[config.mk]
export PLATFORM = sky130hd
export DESIGN_NAME = uef_regs
export DESIGN_NICKNAME = d
export VERILOG_FILES = /design/src/hdl/uef_pkg.sv /design/src/hdl/uef_regs.sv
export SDC_FILE = /design/constraint.sdc
export NUM_CORES = 1
export LEC_CHECK = 0
export BUFFER_PORTS_ARGS = -buffer_cell sky130_fd_sc_hd__buf_2
export CAP_MARGIN = 25
export CORE_UTILIZATION = 37
export DETAILED_ROUTE_END_ITERATION = 10
export PLACE_DENSITY = 0.6
export SLEW_MARGIN = 20
export SYNTH_ARGS = -nofsm -noshare
export SYNTH_HDL_FRONTEND = slang
export SYNTH_SLANG_ARGS = --single-unit
[constraint.sdc]
create_clock -name clk_sys_i -period 5.9 [get_ports clk_sys_i]
set_clock_uncertainty 0.15 [all_clocks]
set_input_delay 0.885 -clock clk_sys_i [delete_from_list [all_inputs] [get_ports clk_sys_i]]
set_output_delay 0.885 -clock clk_sys_i [all_outputs]
set_load 0.005 [all_outputs]
[src/hdl/uef_pkg.sv]
// Package for the UART enhanced-feature register bank: map, fields, resets, types
package uef_pkg;

   // Register indexes; the byte address on APB is four times the index
   localparam logic [3:0] UEF_IDX_LINE_CTRL  = 4'h3;
   localparam logic [3:0] UEF_IDX_PRESCALER  = 4'h4;
   localparam logic [3:0] UEF_IDX_RX_COUNT   = 4'h5;
   localparam logic [3:0] UEF_IDX_TX_COUNT   = 4'h6;
   localparam logic [3:0] UEF_IDX_SPECIAL    = 4'h7;
   localparam logic [3:0] UEF_IDX_IDLE_TIME  = 4'h8;
   localparam logic [3:0] UEF_IDX_TXRX_CTRL  = 4'h9;
   localparam logic [3:0] UEF_IDX_UNLOCK     = 4'hd;
   localparam logic [3:0] UEF_IDX_IRQ_STATUS = 4'hf;

   // Key values that open the extended registers
   localparam logic [7:0] UEF_LINE_KEY   = 8'hbf;
   localparam logic [7:0] UEF_UNLOCK_KEY = 8'h5a;

   // Reset values
   localparam logic [7:0] UEF_RST_LINE_CTRL = 8'h00;
   localparam logic [7:0] UEF_RST_PRESCALER = 8'h10;
   localparam logic [7:0] UEF_RST_SPECIAL   = 8'h00;
   localparam logic [7:0] UEF_RST_IDLE_TIME = 8'h00;
   localparam logic [7:0] UEF_RST_TXRX_CTRL = 8'h06;
   localparam logic [7:0] UEF_RST_UNLOCK    = 8'h00;
   localparam logic [7:0] UEF_RST_IRQ       = 8'h00;
   localparam logic [7:0] UEF_RST_COUNT     = 8'h00;

   // Special function control bit positions
   localparam int UEF_SF_FORCE_TX   = 0;
   localparam int UEF_SF_DSR_DTR    = 1;
   localparam int UEF_SF_ACCESS_EN  = 2;
   localparam int UEF_SF_LOOPBACK   = 3;
   localparam int UEF_SF_BURST      = 4;
   localparam int UEF_SF_COUNT_SEL  = 6;
   localparam int UEF_SF_XTAL_FB    = 7;

   // TX/RX control bit positions
   localparam int UEF_TR_IDLE_EN    = 0;
   localparam int UEF_TR_RX_TIMEOUT = 1;
   localparam int UEF_TR_TX_EMPTY   = 2;
   localparam int UEF_TR_XON_INBAND = 3;

   // Interrupt status: bit 0 is the wipe bit
   localparam int UEF_IS_WIPE = 0;

   // Sample-clock base of the baud formula
   localparam logic [5:0] UEF_SAMPLE_BASE = 6'h10;

   // Control levels handed to the UART datapath
   typedef struct packed {
      logic       xtal_fb_disable;
      logic       burst_en;
      logic       loopback_en;
      logic       dsr_dtr_flow_en;
      logic       force_tx;
      logic       idle_insert_en;
      logic [7:0] idle_time;
      logic       xon_inband_en;
      logic       tx_empty_irq_en;
      logic       rx_timeout_en;
   } uef_ctrl_t;

   // FIFO activity pulses from the datapath
   typedef struct packed {
      logic rx_push;
      logic rx_push_err;
      logic rx_pop;
      logic rx_pop_err;
      logic tx_push;
      logic tx_pop;
   } uef_fifo_ev_t;

   // APB slave phase
   typedef enum logic [1:0] {
      UEF_ST_IDLE  = 2'b00,
      UEF_ST_FETCH = 2'b01,
      UEF_ST_DONE  = 2'b11
   } uef_state_t;

endpackage

[src/hdl/uef_regs.sv]
// UART enhanced-feature register bank with APB slave and baud rate generator
//
// Operation
// (RQ1) Prescaler reachable under key and access-enable; reset 0x10
// (RQ2) Software keeps exponent at 1 or 2
// (RQ3) Baud tick follows divisor, exponent, sample formula
// (RQ4) Counter select picks FIFO or error count
// (RQ5) Receive FIFO byte count, read only
// (RQ6) Line-error byte count, read only, resets zero
// (RQ7) Transmit FIFO byte count under key, access-enable
// (RQ8) Special function reachable under both keys; reset zero
// (RQ9) Access-enable bit opens four extended registers; the code gates six with it
// (RQ10) Burst bit enables burst host access
// (RQ11) Loopback bit loops receive into transmit
// (RQ12) Bit one enables DSR/DTR flow control
// (RQ13) Bit zero forces transmitter always on
// (RQ14) Bit seven disables crystal feedback resistor
// (RQ15) Idle time applies only with idle enable
// (RQ16) Xon, transmit-empty, timeout enables in control
// (RQ17) TX/RX control gated, resets to 0x06
// (RQ18) Software keeps sample and offset values legal
// (RQ19) Status bits seven to one flag events
// (RQ20) Wipe bit clears flags, self-returns to zero
// (RQ21) Software writes unlock key under line key
// (RQ22) Gated-off writes leave registers unchanged
// (RQ23) Counters follow each push or pop
//
// Local design decision: the APB register port.
`timescale 1ns/1ps
`default_nettype none

module uef_regs
   import uef_pkg::*;
#(
   parameter int ADDR_W = 8,
   parameter int DIV_W  = 16
) (
   // Clock and reset
   input  wire logic              clk_sys_i,
   input  wire logic              rst_n_i,
   // APB slave
   input  wire logic              psel,
   input  wire logic              penable,
   input  wire logic              pwrite,
   input  wire logic [ADDR_W-1:0] paddr,
   input  wire logic [31:0]       pwdata,
   output logic [31:0]            prdata,
   output logic                   pready,
   output logic                   pslverr,
   // Datapath events and settings
   input  wire uef_fifo_ev_t      fifo_ev_i,
   input  wire logic [7:1]        irq_event_i,
   input  wire logic [DIV_W-1:0]  baud_divisor_i,
   input  wire logic              mode_control_bit7_i,
   // Control towards the datapath
   output uef_ctrl_t              ctrl_o,
   output logic [7:0]             irq_status_o,
   output logic                   baud_tick_o
);

   // Register state
   uef_state_t  state;
   uef_state_t  next_state;
   logic [31:0] next_prdata;
   logic        err_q;
   logic        next_err_q;
   logic [7:0]  line_control_register;
   logic [7:0]  next_line_control_register;
   logic [7:0]  feature_unlock_key;
   logic [7:0]  next_feature_unlock_key;
   logic [7:0]  baud_prescaler;
   logic [7:0]  next_baud_prescaler;
   logic [7:0]  special_function_control;
   logic [7:0]  next_special_function_control;
   logic [7:0]  transmit_idle_time;
   logic [7:0]  next_transmit_idle_time;
   logic [7:0]  tx_rx_control;
   logic [7:0]  next_tx_rx_control;
   logic [7:0]  interrupt_status_clear;
   logic [7:0]  next_interrupt_status_clear;
   logic [7:0]  rx_fifo_count;
   logic [7:0]  next_rx_fifo_count;
   logic [7:0]  rx_line_error_count;
   logic [7:0]  next_rx_line_error_count;
   logic [7:0]  tx_fifo_count;
   logic [7:0]  next_tx_fifo_count;

   // Baud generator state
   logic [31:0] pre_cnt;
   logic [31:0] next_pre_cnt;
   logic [5:0]  smp_cnt;
   logic [5:0]  next_smp_cnt;
   logic        next_baud_tick;

   // Decode helpers
   logic [3:0]  idx;
   logic        line_key_ok;
   logic        ext_ok;
   logic        sf_ok;
   logic        wr_commit;
   logic [7:0]  wbyte;

   // Known register index; unaligned addresses never match
   function automatic logic idx_mapped(input logic [ADDR_W-1:0] a);
      logic [3:0] i;
      i = a[5:2];
      if (a[1:0] != 2'b00 || a[ADDR_W-1:6] != '0) begin
         return 1'b0;
      end else if (i == UEF_IDX_LINE_CTRL || i == UEF_IDX_PRESCALER || i == UEF_IDX_RX_COUNT) begin
         return 1'b1;
      end else if (i == UEF_IDX_TX_COUNT || i == UEF_IDX_SPECIAL || i == UEF_IDX_IDLE_TIME) begin
         return 1'b1;
      end else if (i == UEF_IDX_TXRX_CTRL || i == UEF_IDX_UNLOCK || i == UEF_IDX_IRQ_STATUS) begin
         return 1'b1;
      end else begin
         return 1'b0;
      end
   endfunction

   // Up/down byte counter that saturates instead of wrapping
   function automatic logic [7:0] count_step(input logic [7:0] c, input logic up, input logic dn);
      if (up && !dn && c != 8'hff) begin
         return c + 8'h01;
      end else if (dn && !up && c != 8'h00) begin
         return c - 8'h01;
      end else begin
         return c;
      end
   endfunction

   // Access gating shared by reads and writes
   assign idx         = paddr[5:2];
   assign line_key_ok = (line_control_register == UEF_LINE_KEY);
   assign ext_ok      = line_key_ok && special_function_control[UEF_SF_ACCESS_EN]; // [RQ9]
   assign sf_ok       = line_key_ok && (feature_unlock_key == UEF_UNLOCK_KEY);   // [RQ8]
   assign wr_commit   = psel && penable && pwrite && (state == UEF_ST_DONE) && idx_mapped(paddr);
   assign wbyte       = pwdata[7:0];

   // APB phase: two wait states so read data comes from a flip-flop
   always_comb begin
      next_state  = state;
      next_prdata = prdata;
      next_err_q  = err_q;
      case (state)
         UEF_ST_IDLE: begin
            if (psel && penable) begin
               next_state = UEF_ST_FETCH;
            end
         end
         UEF_ST_FETCH: begin
            next_state  = UEF_ST_DONE;
            next_err_q  = !idx_mapped(paddr);
            next_prdata = 32'h0000_0000;
            if (!pwrite && idx_mapped(paddr)) begin
               if (idx == UEF_IDX_LINE_CTRL) begin
                  next_prdata[7:0] = line_control_register;
               end else if (idx == UEF_IDX_UNLOCK && line_key_ok) begin
                  next_prdata[7:0] = feature_unlock_key;
               end else if (idx == UEF_IDX_PRESCALER && ext_ok) begin
                  next_prdata[7:0] = baud_prescaler;                                  // [RQ1]
               end else if (idx == UEF_IDX_RX_COUNT && ext_ok) begin
                  next_prdata[7:0] = special_function_control[UEF_SF_COUNT_SEL] ?
                                     rx_line_error_count : rx_fifo_count;            // [RQ4]
               end else if (idx == UEF_IDX_TX_COUNT && ext_ok) begin
                  next_prdata[7:0] = tx_fifo_count;                                   // [RQ7]
               end else if (idx == UEF_IDX_SPECIAL && sf_ok) begin
                  next_prdata[7:0] = special_function_control;
               end else if (idx == UEF_IDX_IDLE_TIME && ext_ok) begin
                  next_prdata[7:0] = transmit_idle_time;
               end else if (idx == UEF_IDX_TXRX_CTRL && ext_ok) begin
                  next_prdata[7:0] = tx_rx_control;
               end else if (idx == UEF_IDX_IRQ_STATUS && ext_ok) begin
                  next_prdata[7:0] = interrupt_status_clear;
               end
            end
         end
         UEF_ST_DONE: begin
            next_state = UEF_ST_IDLE;
         end
         default: begin
            next_state = UEF_ST_IDLE;
         end
      endcase
   end

   // Handshake outputs are combinational from the phase
   assign pready  = psel && penable && (state == UEF_ST_DONE);
   assign pslverr = pready && err_q;

   // Writable registers; a write where the gate is shut changes nothing
   always_comb begin
      next_line_control_register    = line_control_register;
      next_feature_unlock_key       = feature_unlock_key;
      next_baud_prescaler           = baud_prescaler;
      next_special_function_control = special_function_control;
      next_transmit_idle_time       = transmit_idle_time;
      next_tx_rx_control            = tx_rx_control;
      if (wr_commit) begin
         if (idx == UEF_IDX_LINE_CTRL) begin
            next_line_control_register = wbyte;
         end else if (idx == UEF_IDX_UNLOCK && line_key_ok) begin
            next_feature_unlock_key = wbyte;
         end else if (idx == UEF_IDX_PRESCALER && ext_ok) begin
            next_baud_prescaler = wbyte;                                               // [RQ1] [RQ22]
         end else if (idx == UEF_IDX_SPECIAL && sf_ok) begin
            next_special_function_control = wbyte;                                     // [RQ8] [RQ22]
         end else if (idx == UEF_IDX_IDLE_TIME && ext_ok) begin
            next_transmit_idle_time = wbyte;                                           // [RQ22]
         end else if (idx == UEF_IDX_TXRX_CTRL && ext_ok) begin
            next_tx_rx_control = wbyte;                                                // [RQ17] [RQ22]
         end
      end
   end

   // Sticky event flags; a new event beats the wipe in the same cycle
   always_comb begin
      next_interrupt_status_clear = interrupt_status_clear;
      if (wr_commit && idx == UEF_IDX_IRQ_STATUS && ext_ok && wbyte[UEF_IS_WIPE]) begin
         next_interrupt_status_clear = UEF_RST_IRQ;                                    // [RQ20]
      end
      next_interrupt_status_clear[7:1] = next_interrupt_status_clear[7:1] | irq_event_i; // [RQ19]
      next_interrupt_status_clear[UEF_IS_WIPE] = 1'b0;                                 // [RQ20]
   end

   // Occupancy counters track each push below 0xff and each pop above 0x00 within one clock
   always_comb begin
      next_rx_fifo_count       = count_step(rx_fifo_count, fifo_ev_i.rx_push, fifo_ev_i.rx_pop);   // [RQ5] [RQ23]
      next_rx_line_error_count = count_step(rx_line_error_count,
                                            fifo_ev_i.rx_push && fifo_ev_i.rx_push_err,
                                            fifo_ev_i.rx_pop && fifo_ev_i.rx_pop_err);            // [RQ6] [RQ23]
      next_tx_fifo_count       = count_step(tx_fifo_count, fifo_ev_i.tx_push, fifo_ev_i.tx_pop);   // [RQ7] [RQ23]
   end

   // Baud generator terms
   logic [4:0]  exp_raw;
   logic [4:0]  exp_eff;
   logic [31:0] pre_top;
   logic [5:0]  smp_top;

   // Exponent M+2*mcr7-1, floored at zero since a negative power has no divider form
   assign exp_raw = {1'b0, baud_prescaler[7:4]} + (mode_control_bit7_i ? 5'h02 : 5'h00);   // [RQ3]
   assign exp_eff = (exp_raw == 5'h00) ? 5'h00 : exp_raw - 5'h01;
   assign pre_top = {{(32 - DIV_W){1'b0}}, baud_divisor_i} << exp_eff;                     // [RQ3]
   assign smp_top = UEF_SAMPLE_BASE - {2'b00, tx_rx_control[7:4]} + {2'b00, baud_prescaler[3:0]}; // [RQ3]

   // Two chained counters: prescaled unit, then sample-clock units per tick
   always_comb begin
      next_pre_cnt   = pre_cnt;
      next_smp_cnt   = smp_cnt;
      next_baud_tick = 1'b0;
      if (pre_top == 32'h0000_0000 || smp_top == 6'h00) begin
         next_pre_cnt = 32'h0000_0000;  // Divisor zero stops the generator
         next_smp_cnt = 6'h00;
      end else if (pre_cnt >= pre_top - 32'h0000_0001) begin
         next_pre_cnt = 32'h0000_0000;
         if (smp_cnt >= smp_top - 6'h01) begin
            next_smp_cnt   = 6'h00;
            next_baud_tick = 1'b1;                                                     // [RQ3]
         end else begin
            next_smp_cnt = smp_cnt + 6'h01;
         end
      end else begin
         next_pre_cnt = pre_cnt + 32'h0000_0001;
      end
   end

   // Single register stage for all state
   always_ff @(posedge clk_sys_i) begin
      if (!rst_n_i) begin
         state                    <= UEF_ST_IDLE;
         prdata                   <= 32'h0000_0000;
         err_q                    <= 1'b0;
         line_control_register    <= UEF_RST_LINE_CTRL;
         feature_unlock_key       <= UEF_RST_UNLOCK;
         baud_prescaler           <= UEF_RST_PRESCALER;                                // [RQ1]
         special_function_control <= UEF_RST_SPECIAL;                                  // [RQ8]
         transmit_idle_time       <= UEF_RST_IDLE_TIME;
         tx_rx_control            <= UEF_RST_TXRX_CTRL;                                // [RQ17]
         interrupt_status_clear   <= UEF_RST_IRQ;
         rx_fifo_count            <= UEF_RST_COUNT;
         rx_line_error_count      <= UEF_RST_COUNT;                                    // [RQ6]
         tx_fifo_count            <= UEF_RST_COUNT;
         pre_cnt                  <= 32'h0000_0000;
         smp_cnt                  <= 6'h00;
         baud_tick_o              <= 1'b0;
      end else begin
         state                    <= next_state;
         prdata                   <= next_prdata;
         err_q                    <= next_err_q;
         line_control_register    <= next_line_control_register;
         feature_unlock_key       <= next_feature_unlock_key;
         baud_prescaler           <= next_baud_prescaler;
         special_function_control <= next_special_function_control;
         transmit_idle_time       <= next_transmit_idle_time;
         tx_rx_control            <= next_tx_rx_control;
         interrupt_status_clear   <= next_interrupt_status_clear;
         rx_fifo_count            <= next_rx_fifo_count;
         rx_line_error_count      <= next_rx_line_error_count;
         tx_fifo_count            <= next_tx_fifo_count;
         pre_cnt                  <= next_pre_cnt;
         smp_cnt                  <= next_smp_cnt;
         baud_tick_o              <= next_baud_tick;
      end
   end

   // Control levels straight from register bits, except idle time gated by idle enable
   assign ctrl_o.xtal_fb_disable = special_function_control[UEF_SF_XTAL_FB];          // [RQ14]
   assign ctrl_o.burst_en        = special_function_control[UEF_SF_BURST];            // [RQ10]
   assign ctrl_o.loopback_en     = special_function_control[UEF_SF_LOOPBACK];         // [RQ11]
   assign ctrl_o.dsr_dtr_flow_en = special_function_control[UEF_SF_DSR_DTR];          // [RQ12]
   assign ctrl_o.force_tx        = special_function_control[UEF_SF_FORCE_TX];         // [RQ13]
   assign ctrl_o.idle_insert_en  = tx_rx_control[UEF_TR_IDLE_EN];                     // [RQ15]
   // Idle interval reads as zero unless insertion is on, so the datapath cannot misuse it
   assign ctrl_o.idle_time       = tx_rx_control[UEF_TR_IDLE_EN] ? transmit_idle_time : 8'h00; // [RQ15]
   assign ctrl_o.xon_inband_en   = tx_rx_control[UEF_TR_XON_INBAND];                  // [RQ16]
   assign ctrl_o.tx_empty_irq_en = tx_rx_control[UEF_TR_TX_EMPTY];                    // [RQ16]
   assign ctrl_o.rx_timeout_en   = tx_rx_control[UEF_TR_RX_TIMEOUT];                  // [RQ16]
   assign irq_status_o           = interrupt_status_clear;

endmodule

`default_nettype wire

# [Word level (Yosys, flattened, before mapping)]
# Cells that the tools add are included.
[totals] output_inout_bits=60 inputBits=75 regBits=130
[classes] shift=1 n_bitwise=8 muxes=30 addsub=14 n_lt_le_gt_ge=2 reduce_logical=71 eq_ne=17
[ops] operator="$mux 8" count=19
[ops] operator="$logic_and 1x1->1" count=34
[ops] operator="$add 32x1->32 const B" count=1
[ops] operator="$ge 32x32->1" count=1
[ops] operator="$logic_not 32->1" count=1
[ops] operator="$shl 16x5->32" count=1
[ops] operator="$sub 32x1->32 const B" count=1
[ops] operator="$add 8x1->8 const B" count=3
[ops] operator="$ne 8x8->1 const B" count=3
[ops] operator="$reduce_bool 8->1" count=3
[ops] operator="$sub 8x1->8 const B" count=3
[ops] operator="$eq 4x3->1 const B" count=4
[ops] operator="$eq 4x4->1 const B" count=4
[ops] operator="$reduce_bool 2->1" count=5
[ops] operator="$eq 8x7->1 const B" count=1
[ops] operator="$eq 8x8->1 const B" count=1
[ops] operator="$logic_not 1->1" count=8
[ops] operator="$logic_or 1x1->1" count=8
[ops] operator="$not 1->1" count=7
[ops] operator="$or 7x7->7" count=1
[ops] operator="$reduce_and 7->1" count=1
[ops] operator="$add 6x1->6 const B" count=1
[ops] operator="$add 6x4->6" count=1
[ops] operator="$ge 6x6->1" count=1
[ops] operator="23 further kinds" count=30

# [Logic depth before layout (Yosys ltp)]
[logic_depth] word_depth=13 depth_mapped=29

# [Least setup slack after synthesis]
# No wires, ideal clock.
[synth_path] kind="in2reg" startpoint="input mode_control_bit7_i" endpoint="register smp_cnt[2]" path_stages=26 arrival_ns=6.083 path_slack_ns=-0.402 required_time_ns=5.680 setup_ns=0.070 n_path_buf=5 cell_sequence="ha_1 ha_1 buf_6 nand2b_1 buf_4 nor3_4 or4_4 buf_6 buf_4 mux2_4 o2bb2ai_1 or3_1 nor3_1 nand3_1 xor2_1 ha_1 a21o_1 a21o_1 a21oi_1 nor2_1 a211oi_1 o31ai_1 a21oi_1 clkbuf_1 o21ai_0 a21oi_1"
[synth_via] elab_chain_cells=8 word_cells_on_any_way=11
[synth_lines] item="from (decl)" line_no="uef_regs.sv:54" rtl="input wire logic mode_control_bit7_i,"
[synth_lines] item="$mux 2 (*)" line_no="uef_regs.sv:241" rtl="assign exp_raw = {1'b0, baud_prescaler[7:4]} + (mode_control_bit7_i ? 5'h02 : 5'h00);"
[synth_lines] item="$add 4x2->5 (*)" line_no="uef_regs.sv:241"
[synth_lines] item="$sub 5x1->5 or $logic_not 5->1 (tied branches)" line_no="uef_regs.sv:242" rtl="assign exp_eff = (exp_raw == 5'h00) ? 5'h00 : exp_raw - 5'h01;"
[synth_lines] item="$mux 5 (*)" line_no="uef_regs.sv:242"
[synth_lines] item="$shl 16x5->32 (*)" line_no="uef_regs.sv:243" rtl="assign pre_top = {{(32 - DIV_W){1'b0}}, baud_divisor_i} << exp_eff;"
[synth_lines] item="parallel branches: the longest is 3 deep, another holds $sub 32x1->32"
[synth_lines] item="to (signal assigned)" line_no="uef_regs.sv:301" rtl="smp_cnt <= next_smp_cnt;"
[synth_lines] item="to (decl)" line_no="uef_regs.sv:91" rtl="logic [5:0] smp_cnt;"
# Every way passes the cells marked *.
# A chain may end at the register's enable or synchronous reset.

# [Worst setup path after layout]
[layout_path] startpoint="input mode_control_bit7_i" endpoint="register smp_cnt[3]"
# The elaborated chain is that of the path after synthesis.

==> metrics.md <==
| Metric | Value |
|---|---|
| Status | finished, final reports clean |
| Layout fillers | 2724 |
| Worst Tran Pin Value | 1.05 ns |
| Crit path time final | 5.79 ns |
| Vias per cell | 5.33 |
| Reg area | 2580 um2 |
| CTS Buf Count | 17 |
| Worst slew margin | 0.297 |
| Wire length per cell | 15.7 um |
| Post-synth EDFFs | 0 |
| First-pass GRT wire length | 47900 um |
| Drt first pass iters | 5 |
| NumNets Final | 1698 |
| Global route overflow | 0 |
| Fin. Hold Viols | 0 |
| Post-DP HPWL | 23000 um |
| Starting DRT DRC Count | 571 |
| Power per cell area | 209 nW/um2 |
| Chip height | 170 um |
| Critical Path RT | 6.11 ns |
| Initial antenna violation count | 0 |
| CP Data Arrival Time | 6.00 ns |
| Period utilization | 0.981 |
| Pin count of the biggest net entering global routing | 86 |
| IO buf count | 85 |
| Root Buffer | clkbuf_16 |
| Endpoints failing setup | 0 |
| Most common cell after layout, fill and taps aside | buf_4 |
| Synth async-reset ratio | 0 |
| DIE AREA | 28900 um2 |
| CTS Sinks | 129 |
| Multi-input gate area | 7640 um2 |
| Routed vias | 10400 |
| DR DRC count | 0 |
| Die X | 170 um |
| Max clock buf depth | 2 |
| Fraction of layout cells with a size suffix above 1 | 0.281 |
| Placer congestion estimate | 0.908 |
| Post-route ant nets | 0 |
| CTS clk-pin slew, worst paths | 0.06 ns |
| Synth Register Bits | 129 |
| Final std cells w/o fill | 1942 |
| Ant diodes | 0 |
| Max-slew violations | 0 |
| Worst-Skew Late Latency | 0.43 ns |
| Post-Syn Area | 10400 um2 |
| YS warnings | 0 |
| Total Routed Length | 30500 um |
| Leakage | 6.16 nW |
| Primary FF master, synth | dfxtp_1 |
| Critical Path Sink Type | flip-flop |
| Netlist cell types | 92 |
| Initial core utilization | 0.376 |
| Setup TNS | 0 ns |
| I/O Pins | 135 |
| # hold bufs at CTS | 0 |
| Mapped Avg Cell Area | 8.11 um2 |
| Rows | 61 |
| Dpl cells | 1872 |
| Max Cap Viol | 0 |
| Gate Count Post-Synth | 1287 |
| CTS tree | done |
| CTS H-Tree Depth | 4 |
| Fmax | 173 MHz |
| Worst-path maximum fanout | 7 |
| Critical-path top delay cell | or4_4 |
| Critical path class | in2reg |
| Vias in the first global route | 9491 |
| VDD IR max | 0.189 mV |
| Hold WC Path Type | reg2reg |
| Core Region | 27800 um2 |
| Most frequent cells in the layout | buf_4, dfxtp_1, nand2_1 |
| Seq/Total Area, Yosys | 0.248 |
| Startpoint types | primary input |
| GRT Total Usage | 0.206 |
| Largest stage delay on the critical path | 0.59 ns |
| Area grow syn2layout | 31.2% |
-- area by class of cell --
cell class | count | share of cell area
clock buffers | 19 | 0.0331
clock inverters | 13 | 0.0123
well taps | 378 | 0.0346
flip-flops and latches | 129 | 0.189
repair buffers | 309 | 0.165
inverters | 30 | 0.00841
multi-input cells | 1064 | 0.558
-- synthesized netlist by cell type (all sizes together), types with 27 or more instances --
cell | n | area share
a21oi | 76 | 0.037
and2 | 27 | 0.016
buf | 57 | 0.040
clkbuf | 31 | 0.011
dfxtp | 129 | 0.25
ha | 68 | 0.082
inv | 30 | 0.011
mux2i | 67 | 0.064
nand2 | 125 | 0.045
nand3 | 46 | 0.022
nor2 | 114 | 0.044
nor2b | 71 | 0.043
nor3 | 31 | 0.017
o21ai | 47 | 0.024
xnor2 | 50 | 0.042
xor2 | 34 | 0.029
-- per-stage QoR --
stage	power [mW]	area (um2)	setup WS (ns)	util	hold WS, ns
3_3_place_gp	1.73	12400	-0.560	0.446	0.278
4_1_cts	2.87	13100	-0.00210	0.470	0.295
6_report	2.86	13700	0.114	0.493	0.295
5_1_grt	3.02	13700	-0.0841	0.493	0.334
2_1_floorplan	1.55	10600	0.0104	-	0.264
3_5_place_dp	1.75	12400	-0.549	0.446	0.288
-- final timing paths --
path	slack, ns	from	endpoint	depth (start not counted)
worst min-delay path	0.30	state[1]$_SDFFE_PN0P_	state[0]$_SDFFE_PN0P_	1
worst max-delay path	0.11	mode_control_bit7_i	smp_cnt[3]$_SDFFE_PP0P_	27
worst max register to register	0.29	baud_prescaler[5]$_SDFFE_PN0P_	smp_cnt[3]$_SDFFE_PP0P_	26
worst min register to register	0.30	state[1]$_SDFFE_PN0P_	state[0]$_SDFFE_PN0P_	1
-- cells by family (layout without fill, tap and decap cells) --
group                      count (synthesis)  count (layout)  synth area share
other                                      1              25          0.000359
buffers and inverters                    118             371            0.0619
muxes                                     69              69            0.0668
AOI/OAI and AO/OA                        300             300             0.204
xor gates and xnor gates                  84              84            0.0705
DFF                                      129             129             0.248
adders and majority gates                 72              72            0.0892
and+or+nand+nor                          514             514             0.259
-- state kept, by name, summed over array words and instances (netlist names), 6 cells and up --
| name | count |
|---|---|
| special_function_control | 8 |
| baud_prescaler | 8 |
| tx_rx_control | 8 |
| rx_fifo_count | 8 |
| smp_cnt | 6 |
| pre_cnt | 32 |
| rx_line_error_count | 8 |
| feature_unlock_key | 8 |
| irq_status_o | 7 |
| tx_fifo_count | 8 |
| line_control_register | 8 |
| transmit_idle_time | 8 |
| prdata | 8 |
-- metal layers --
| layer | global-route usage | share of wire | wire, um |
|---|---|---|---|
| met1 | 0.276 | 0.47 | 14200 |
| met3 | 0.0312 | 0.038 | 1160 |
| met2 | 0.338 | 0.48 | 14600 |
| met5 | 0 | 0 | 0 |
| met4 | 0.0678 | 0.016 | 480 |
-- timing repair --
| action | 4_1_cts | 5_1_grt |
|---|---|---|
| endpoints found under the setup margin | 28 | 39 |
| gates cloned | 0 | 1 |
| pin swaps | 2 | 41 |
| resized for setup | 2 | 79 |
| setup buffers | 2 | 37 |
| endpoints found under the hold margin | 0 | 0 |
-- report_power, final --
group          internal [mW]  switching [mW]  total, mW
clock network          0.661           0.450       1.11
logic                  0.361           0.361      0.722
registers              0.933          0.0904       1.02
total                   1.96           0.902       2.86
-- critical path, delay by kind of cell --
| family | cells | cell delay (ns) |
|---|---|---|
| AND/OR/NAND/NOR | 9 | 2.32 |
| AO/OA/AOI/OAI | 9 | 1.29 |
| adder cells (fa/ha/maj) | 3 | 0.72 |
| buffers and inverters | 5 | 0.67 |
| XOR/XNOR | 1 | 0.10 |
No activity file was read; power rests on OpenSTA's default activity.
